<file path="config.mk">
export PLATFORM = sky130hd
export DESIGN_NAME = adcc_top
export DESIGN_NICKNAME = d
export VERILOG_FILES = /design/src/rtl/adcc_pkg.sv /design/src/rtl/adcc_top.sv
export SDC_FILE = /design/constraint.sdc
export NUM_CORES = 1
export LEC_CHECK = 0
export CAP_MARGIN = 0
export CORE_ASPECT_RATIO = 0.9
export CORE_UTILIZATION = 50
export CTS_BUF_LIST = sky130_fd_sc_hd__clkbuf_4 sky130_fd_sc_hd__clkbuf_8 sky130_fd_sc_hd__clkbuf_16
export DETAILED_ROUTE_END_ITERATION = 12
export DONT_BUFFER_PORTS = 1
export GPL_TIMING_DRIVEN = 1
export PLACE_DENSITY = 0.72
export SLEW_MARGIN = 25
export SYNTH_ARGS = -nofsm -noshare
export SYNTH_HDL_FRONTEND = slang
export SYNTH_SLANG_ARGS = --single-unit
</file>
<file path="constraint.sdc">
create_clock -name ref_clk -period 2.64 [get_ports ref_clk]
set_input_delay 0.132 -clock ref_clk [delete_from_list [all_inputs] [get_ports ref_clk]]
set_output_delay 0.132 -clock ref_clk [all_outputs]
set_load 0.01 [all_outputs]
</file>
<file path="src/rtl/adcc_pkg.sv">
package adcc_pkg;
  // ==========================================
  // Register byte addresses
  localparam logic [4:0] ADDR_CTL = 5'h00;
  localparam logic [4:0] ADDR_CTL2 = 5'h04;
  localparam logic [4:0] ADDR_RHI = 5'h08;
  localparam logic [4:0] ADDR_RLO = 5'h0C;
  localparam logic [4:0] ADDR_CVH = 5'h10;
  localparam logic [4:0] ADDR_CVL = 5'h14;
  localparam logic [4:0] ADDR_CFG = 5'h18;
  // ==========================================
  // Field positions
  localparam int CTL_FLAG = 7;
  localparam int CTL_IEN = 6;
  localparam int CTL_CONT = 5;
  localparam int CTL2_ACTIVE = 7;
  localparam int CTL2_TRIG = 6;
  localparam int CTL2_CMPEN = 5;
  localparam int CTL2_CMPGE = 4;
  localparam int CFG_MODE_LSB = 2;
  // ==========================================
  // Codes and reset values
  localparam logic [4:0] CH_OFF = 5'h1F;
  localparam logic [4:0] CH_RESERVED = 5'h1C;
  localparam logic [1:0] MODE_8 = 2'h0;
  localparam logic [1:0] MODE_12 = 2'h1;
  localparam logic [1:0] MODE_10 = 2'h2;
  localparam logic [4:0] CH_RST = 5'h1F;
  localparam logic [1:0] MODE_RST = 2'h0;
  // ==========================================
  // Types
  typedef enum logic {ST_IDLE, ST_CONV} adcc_state_t;
  typedef struct packed {
    logic start;
    logic abort;
    logic power;
    logic [4:0] channel;
    logic [1:0] mode;
  } adcc_conv_req_t;
  typedef struct packed {
    logic done;
    logic [11:0] data;
  } adcc_conv_rsp_t;
endpackage : adcc_pkg

</file>
<file path="src/rtl/adcc_top.sv">
// Overview of operation
// - In hardware trigger mode, a timekeeper match starts a conversion.
// - Match triggers regardless of the timekeeper's own interrupt enable.
// - Hardware trigger works in run, wait, low-power and stop3 states.
// - Control write aborts running conversion, starts new in software trigger mode unless channel is all ones.
// - Compare off: completion flag bit 7 set after every conversion.
// - Compare on: completion flag set only when compare condition holds.
// - Flag cleared by control write or by reading low result.
// - Interrupt asserted when flag is set while enable bit 6 is high.
// - Single mode: one conversion per write or per hardware trigger.
// - Continuous mode: back-to-back conversions after write or trigger.
// - Channel field bits 4:0 select inputs, references, reserved code.
// - All-ones channel powers converter off and isolates input.
// - Stopping continuous mode with all ones runs no extra conversion.
// - Single mode returns converter to low-power idle after completion.
// - Up to 28 external analog input channels selectable.
// - Results right-justified unsigned in 12, 10 or 8 bits.
// - Automatic compare, less-than or greater-or-equal, flagged with interrupt.
// - Trigger-select bit picks software write or hardware trigger start.
// - Active status bit set at start, cleared on single-mode completion or on an abort that starts no new conversion.
// - Results updated each completion unless compare enabled and unmet, or locked by a high-byte read.
`timescale 1ns/10ps
`default_nettype none
module adcc_top (
  // Clock and reset
  input wire logic ref_clk,
  input wire logic rstn,
  // Avalon-MM slave
  input wire logic [4:0] avs_address,
  input wire logic avs_read,
  input wire logic avs_write,
  input wire logic [31:0] avs_writedata,
  input wire logic [3:0] avs_byteenable,
  output logic [31:0] avs_readdata,
  output logic avs_waitrequest,
  // Timekeeper match strobe
  input wire logic hardware_trigger_in,
  // Analog converter core
  output adcc_pkg::adcc_conv_req_t conv_req,
  input wire adcc_pkg::adcc_conv_rsp_t conv_rsp,
  // Interrupt
  output logic completion_irq
);
  // ==========================================
  // Registers
  logic completion_flag;
  logic completion_irq_enable;
  logic continuous_mode;
  logic [4:0] channel_select;
  logic trigger_select;
  logic compare_enable;
  logic compare_greater_equal;
  logic [3:0] compare_value_high;
  logic [7:0] compare_value_low;
  logic [1:0] mode;
  logic [11:0] result;
  logic result_lock;
  adcc_pkg::adcc_state_t state;
  logic trig_s1;
  logic trig_s2;
  logic trig_s3;
  // ==========================================
  // Combinational
  logic wr_hit;
  logic rd_hit;
  logic wr_ctl;
  logic rd_rlo;
  logic rd_rhi;
  logic trig_edge;
  logic done_ok;
  logic [11:0] res;
  logic [11:0] cv;
  logic cmp_true;
  logic hit;
  logic [4:0] next_ch;
  logic next_flag;
  logic next_ien;
  adcc_pkg::adcc_state_t next_state;
  logic next_start;
  logic next_abort;
  // ==========================================
  // Bus decode
  // A write lands only on the low byte lane; upper lanes hold nothing.
  assign wr_hit = avs_write && !avs_waitrequest && avs_byteenable[0];
  assign rd_hit = avs_read && !avs_waitrequest;
  assign wr_ctl = wr_hit && (avs_address == adcc_pkg::ADDR_CTL);
  assign rd_rlo = rd_hit && (avs_address == adcc_pkg::ADDR_RLO);
  assign rd_rhi = rd_hit && (avs_address == adcc_pkg::ADDR_RHI);

  // ==========================================
  // Wait-state generator: one wait cycle, then the access completes
  always_ff @(posedge ref_clk)
  begin
    if (!rstn)
      avs_waitrequest <= 1'b1;
    else if ((avs_read || avs_write) && avs_waitrequest)
      avs_waitrequest <= 1'b0;
    else
      avs_waitrequest <= 1'b1;
  end

  always_ff @(posedge ref_clk)
  begin
    if (!rstn)
      avs_readdata <= 32'h0000_0000;
    else if (avs_read && avs_waitrequest)
    begin
      avs_readdata <= 32'h0000_0000;
      unique case (avs_address)
        adcc_pkg::ADDR_CTL:
          avs_readdata[7:0] <= {completion_flag, completion_irq_enable,
                                continuous_mode, channel_select};
        adcc_pkg::ADDR_CTL2:
          avs_readdata[7:0] <= {state == adcc_pkg::ST_CONV, trigger_select,
                                compare_enable, compare_greater_equal, 4'h0};
        adcc_pkg::ADDR_RHI:
          avs_readdata[3:0] <= result[11:8];
        adcc_pkg::ADDR_RLO:
          avs_readdata[7:0] <= result[7:0];
        adcc_pkg::ADDR_CVH:
          avs_readdata[3:0] <= compare_value_high;
        adcc_pkg::ADDR_CVL:
          avs_readdata[7:0] <= compare_value_low;
        adcc_pkg::ADDR_CFG:
          avs_readdata[3:2] <= mode;
        default:
          avs_readdata <= 32'h0000_0000;
      endcase
    end
  end

  // ==========================================
  // Software registers
  always_ff @(posedge ref_clk)
  begin
    if (!rstn)
    begin
      completion_irq_enable <= 1'b0;
      continuous_mode <= 1'b0;
      channel_select <= adcc_pkg::CH_RST;
    end
    else if (wr_ctl)
    begin
      completion_irq_enable <= avs_writedata[adcc_pkg::CTL_IEN];
      continuous_mode <= avs_writedata[adcc_pkg::CTL_CONT];
      channel_select <= next_ch;
    end
  end

  always_ff @(posedge ref_clk)
  begin
    if (!rstn)
    begin
      trigger_select <= 1'b0;
      compare_enable <= 1'b0;
      compare_greater_equal <= 1'b0;
      compare_value_high <= 4'h0;
      compare_value_low <= 8'h00;
      mode <= adcc_pkg::MODE_RST;
    end
    else if (wr_hit)
    begin
      unique case (avs_address)
        adcc_pkg::ADDR_CTL2:
        begin
          trigger_select <= avs_writedata[adcc_pkg::CTL2_TRIG];
          compare_enable <= avs_writedata[adcc_pkg::CTL2_CMPEN];
          compare_greater_equal <= avs_writedata[adcc_pkg::CTL2_CMPGE];
        end
        adcc_pkg::ADDR_CVH:
          compare_value_high <= avs_writedata[3:0];
        adcc_pkg::ADDR_CVL:
          compare_value_low <= avs_writedata[7:0];
        adcc_pkg::ADDR_CFG:
          mode <= avs_writedata[adcc_pkg::CFG_MODE_LSB +: 2];
        default:
          mode <= mode;
      endcase
    end
  end

  // ==========================================
  // Hardware trigger synchroniser and edge detect
  // Match strobe arrives in any power state; only a rising edge counts.
  always_ff @(posedge ref_clk)
  begin
    if (!rstn)
    begin
      trig_s1 <= 1'b0;
      trig_s2 <= 1'b0;
      trig_s3 <= 1'b0;
    end
    else
    begin
      trig_s1 <= hardware_trigger_in;
      trig_s2 <= trig_s1;
      trig_s3 <= trig_s2;
    end
  end

  assign trig_edge = trig_s2 && !trig_s3;
  // ==========================================
  // Result formatting and compare
  always_comb
  begin
    unique case (mode)
      adcc_pkg::MODE_12:
      begin
        res = conv_rsp.data;
        cv = {compare_value_high, compare_value_low};
      end
      adcc_pkg::MODE_10:
      begin
        res = {2'h0, conv_rsp.data[11:2]};
        cv = {2'h0, compare_value_high[1:0], compare_value_low};
      end
      default:
      begin
        res = {4'h0, conv_rsp.data[11:4]};
        cv = {4'h0, compare_value_low};
      end
    endcase
  end

  assign cmp_true = compare_greater_equal ? (res >= cv) : (res < cv);
  // A completion in the same cycle as a control write belongs to the aborted conversion.
  assign done_ok = (state == adcc_pkg::ST_CONV) && conv_rsp.done && !wr_ctl;
  assign hit = done_ok && (!compare_enable || cmp_true);

  // ==========================================
  // Sequencer
  assign next_ch = wr_ctl ? avs_writedata[4:0] : channel_select;
  always_comb
  begin
    next_state = state;
    next_start = 1'b0;
    next_abort = 1'b0;
    if (wr_ctl)
    begin
      next_abort = (state == adcc_pkg::ST_CONV);
      next_state = adcc_pkg::ST_IDLE;
      if (next_ch != adcc_pkg::CH_OFF && !trigger_select)
      begin
        next_start = 1'b1;
        next_state = adcc_pkg::ST_CONV;
      end
    end
    else if (state == adcc_pkg::ST_IDLE)
    begin
      if (trigger_select && trig_edge && channel_select != adcc_pkg::CH_OFF)
      begin
        next_start = 1'b1;
        next_state = adcc_pkg::ST_CONV;
      end
    end
    else if (done_ok)
    begin
      if (continuous_mode && channel_select != adcc_pkg::CH_OFF)
        next_start = 1'b1;
      else
        next_state = adcc_pkg::ST_IDLE;
    end
  end

  always_ff @(posedge ref_clk)
  begin
    if (!rstn)
      state <= adcc_pkg::ST_IDLE;
    else
      state <= next_state;
  end

  // Converter is powered only while a conversion runs, so idle is low power.
  always_ff @(posedge ref_clk)
  begin
    if (!rstn)
      conv_req <= '0;
    else
    begin
      conv_req.start <= next_start;
      conv_req.abort <= next_abort;
      conv_req.power <= (next_state == adcc_pkg::ST_CONV);
      conv_req.channel <= next_ch;
      conv_req.mode <= (wr_hit && avs_address == adcc_pkg::ADDR_CFG) ?
                       avs_writedata[adcc_pkg::CFG_MODE_LSB +: 2] : mode;
    end
  end

  // ==========================================
  // Completion flag, interrupt and results
  // Set beats clear, so a completion racing a low-result read is never lost.
  always_comb
  begin
    if (hit)
      next_flag = 1'b1;
    else if (wr_ctl || rd_rlo)
      next_flag = 1'b0;
    else
      next_flag = completion_flag;
  end

  assign next_ien = wr_ctl ? avs_writedata[adcc_pkg::CTL_IEN] : completion_irq_enable;
  always_ff @(posedge ref_clk)
  begin
    if (!rstn)
    begin
      completion_flag <= 1'b0;
      completion_irq <= 1'b0;
    end
    else
    begin
      completion_flag <= next_flag;
      completion_irq <= next_flag && next_ien;
    end
  end

  // Reading the high byte locks the pair until the low byte is read.
  // In 8-bit mode there is no high byte worth locking.
  always_ff @(posedge ref_clk)
  begin
    if (!rstn)
      result_lock <= 1'b0;
    else if (rd_rhi && mode != adcc_pkg::MODE_8)
      result_lock <= 1'b1;
    else if (rd_rlo)
      result_lock <= 1'b0;
  end

  always_ff @(posedge ref_clk)
  begin
    if (!rstn)
      result <= 12'h000;
    else if (hit && !result_lock)
      result <= res;
  end
endmodule : adcc_top
`default_nettype wire

</file>
==> results.sh <==
export IMPL_status="finished with violations"
export IMPL_violations="setup timing"
export IMPL_fillers=500
export IMPL_layout_common_cells="dfxtp_1 (59), nand2_1 (58), buf_4 (33), conb_1 (24), mux2i_1 (21)"
export IMPL_drt_pass1_iter_count=6
export IMPL_fin_crit_sh_pct=107
export IMPL_hold_path_startpoint="rstn"
export IMPL_syn_to_final_growth_pct=23.7
export IMPL_fin_util_pct=65.1
export IMPL_grt_start_max_net_pins=57
export IMPL_drt_iter0_drc=236
export IMPL_ys_seq_area_share_pct=37.1
export IMPL_grt_antenna_before_repair=0
export IMPL_hold_depth=2
export IMPL_critPathLaunchType="flop"
export IMPL_grt_total_usage_pct=27.0
export IMPL_skew_ns=0.00543
export IMPL_ff_latch_area_mm2=0.00123
export IMPL_critPathKind="reg -> reg"
export IMPL_via_per_inst=5.83
export IMPL_hold_end="channel_select[4]$_SDFFE_PN1P_"
export IMPL_synth_flop_cell="dfxtp_1"
export IMPL_slowest_stage="a2111oi_4"
export IMPL_final_area_mm2=0.00407
export IMPL_postSynth_asyncResetShare_pct=0
export IMPL_crit_path_max_incr_delay_ns=0.43
export IMPL_cts_tree="yes"
export IMPL_grt_pass1_vias=2890
export IMPL_dr_wl_met3_um=781
export IMPL_drive_above_1_share_pct=22.6
export IMPL_postRouteAntennaNets=0
export IMPL_placed_area_mm2=0.00338
export IMPL_r2r_slack_ns=-0.19
export IMPL_layout_nets=502
export IMPL_multi_input_area_mm2=0.00208
export IMPL_final_hold_violation_count=0
export IMPL_diodes=0
export IMPL_ys_warnings_count=0
export IMPL_hold_worst_slack_ns=0.0583
export IMPL_vias=3034
export IMPL_syn_avg_cell_area_um2=8.48
export IMPL_clockBufferDepth=2
export IMPL_top_layer="met4"
export IMPL_path_cells="buf_4 -> ha_4 -> buf_6 -> a22oi_2 -> a21oi_2 -> ha_1 -> o211ai_1 -> buf_4 -> a2111oi_4 -> nor4b_4 -> buf_4 -> buf_4 -> a41o_1"
export IMPL_netlist_area_mm2=0.00329
export IMPL_grt_pass1_wl_um=14000
export IMPL_ys_ff_latch=61
export IMPL_yosysUniqueCellTypes=47
export IMPL_critPathMostFrequentCell="buf_4"
export IMPL_routabilityCongestion=0.867
export IMPL_synthCells=388
export IMPL_io_buffers=0
export IMPL_cts_made_buffers=9
export IMPL_regToRegEndpoint="result[11]$_SDFFE_PN0P_"
export IMPL_rsz0062_at_grt="yes"
export IMPL_tightest_slew_ns=0.646
export IMPL_ir_worst_vdd_mv=0.400
export IMPL_hold_class="in -> reg"
export IMPL_p_leak_nw=1.65
export IMPL_totalWireLength_um=9140
export IMPL_die_w_um=87.5
export IMPL_critical_path_top_delay_family="compound AO/OA/AOI/OAI gates"
export IMPL_finalCriticalPeriod_ns=2.83
export IMPL_cp_max_fo=8
export IMPL_die_area_mm2=0.00691
export IMPL_path_buf_inv=5
export IMPL_io_pins=103
export IMPL_initial_core_util_pct=52.7
export IMPL_place_worst_setup_slack_ns=-0.237
export IMPL_cts_max_level=3
export IMPL_finalMaxSlewViolations=0
export IMPL_die_height_um=79.0
export IMPL_fmax_mhz=354
export IMPL_synth_edf_count=0
export IMPL_routedWlPerCell_um=17.6
export IMPL_critPathCaptureType="flop"
export IMPL_drc=0
export IMPL_slew_limit_headroom_pct=56.6
export IMPL_clock_latency_ns=0.34
export IMPL_cts_sinks=61
export IMPL_core_area_mm2=0.00625
export IMPL_cts_root_buf="clkbuf_8"
export IMPL_route_met2_wl_um=4430
export IMPL_power_density_mw_per_mm2=441
export IMPL_r2r_start="mode[0]$_SDFFE_PN0P_"
export IMPL_setup_slack_ns=-0.186
export IMPL_clk_pin_slew_ns=0.06
export IMPL_worst_ep_required_time_ns=2.87
export IMPL_placementRows=27
export IMPL_maxCapViolations=0
export IMPL_worstRegToRegCells=13
export IMPL_cp_data_arrival_time_ns=3.06
export IMPL_globalRoute_totalOverflow=0
export IMPL_final_common_cell="dfxtp_1"
export IMPL_setup_viol=14
export IMPL_wl_met1_um=3720
export IMPL_hpwl_um=6020
export IMPL_fin_setup_tns_ns=-1.75
## kinds of logic after synthesis
family	Yosys count	share of synthesized area (%)
AND/OR/NAND/NOR	148	22.8
adder cells (fa/ha/maj)	16	6.01
buffers and inverters	57	9.85
AO/OA/AOI/OAI	84	17.8
flip-flops	61	37.1
multiplexers	21	6.39
other	1	0.114
## power breakdown
part	switching, mW	internal, mW	total (mW)	leakage [nW]
Clock	0.351	0.354	0.705	0.0897
Combinational	0.0860	0.0598	0.146	1.06
Sequential	0.0121	0.932	0.944	0.496
Total	0.449	1.35	1.79	1.65
## worst max path at each step
stage	slack, ns	from	to	depth (start not counted)
CTS	-0.002	mode[1]$_SDFFE_PN0P_	result[7]$_SDFFE_PN0P_	14
global placement	-0.23	mode[0]$_SDFFE_PN0P_	completion_irq$_SDFF_PN0_	11
global route	-0.26	mode[0]$_SDFFE_PN0P_	result[10]$_SDFFE_PN0P_	13
detailed placement	-0.24	mode[0]$_SDFFE_PN0P_	completion_irq$_SDFF_PN0_	12
floorplan	0.006	mode[1]$_SDFFE_PN0P_	result[0]$_SDFFE_PN0P_	12
finish	-0.19	mode[0]$_SDFFE_PN0P_	result[11]$_SDFFE_PN0P_	13
## sequential cells by signal, indices dropped and copies added (netlist names), 2 cells and up
name / count
compare_value_high: 4
mode: 2
result: 12
conv_req: 10
avs_readdata: 8
channel_select: 5
compare_value_low: 8
## routing by layer
metal  global-route usage (%)  up-vias
li1                         -     1401
met1                     33.8     1462
met2                     45.2      149
met3                     8.52       22
met4                     6.07        0
met5                        0        -
## layout make-up
type,count,area share [%]
multi-input cells,294,51.1
clock inverters,5,0.676
flip-flops and latches,61,30.1
clock buffers,11,3.41
inverters,12,1.17
repair buffers,50,10.9
well taps,87,2.67
## stage by stage
step                      power [mW]  cells
after detailed placement        1.06    474
final                           1.79    520
after global routing            1.88    520
after CTS                       1.80    511
after global placement          1.06    474
after floorplan                 1.08    411
## Yosys cell counts (2+ instances only)
cell type,count,share of area (%)
nand3_1,18,2.7
nor2b_1,19,3.6
a222oi_1,2,0.61
nor4bb_1,2,0.61
a221oi_1,5,1.3
nand4_1,3,0.57
o21ai_0,6,0.91
mux2i_1,21,6.4
and2_1,5,0.95
o21a_1,2,0.46
nand2b_1,2,0.38
o211ai_1,2,0.46
nor2_1,18,2.1
dfxtp_1,61,37
inv_1,12,1.4
clkbuf_1,16,1.8
buf_4,25,5.7
nor4_1,2,0.38
a21oi_1,24,3.7
a22oi_1,25,5.7
nand2_1,59,6.7
and3_1,11,2.1
buf_6,2,0.68
a21boi_0,8,1.8
ha_1,15,5.7
a41o_1,2,0.61
## what timing repair did
item / CTS / global route
gates resized for setup: 40 / 12
endpoints found under the setup margin: 14 / 14
endpoints found under the hold margin: 56 / 0
gates cloned: 1 / 0
pin swaps: 16 / 20
buffers inserted: 7 / 11
hold buffers: 13 / 0
Power figures use the tool's default switching activity.
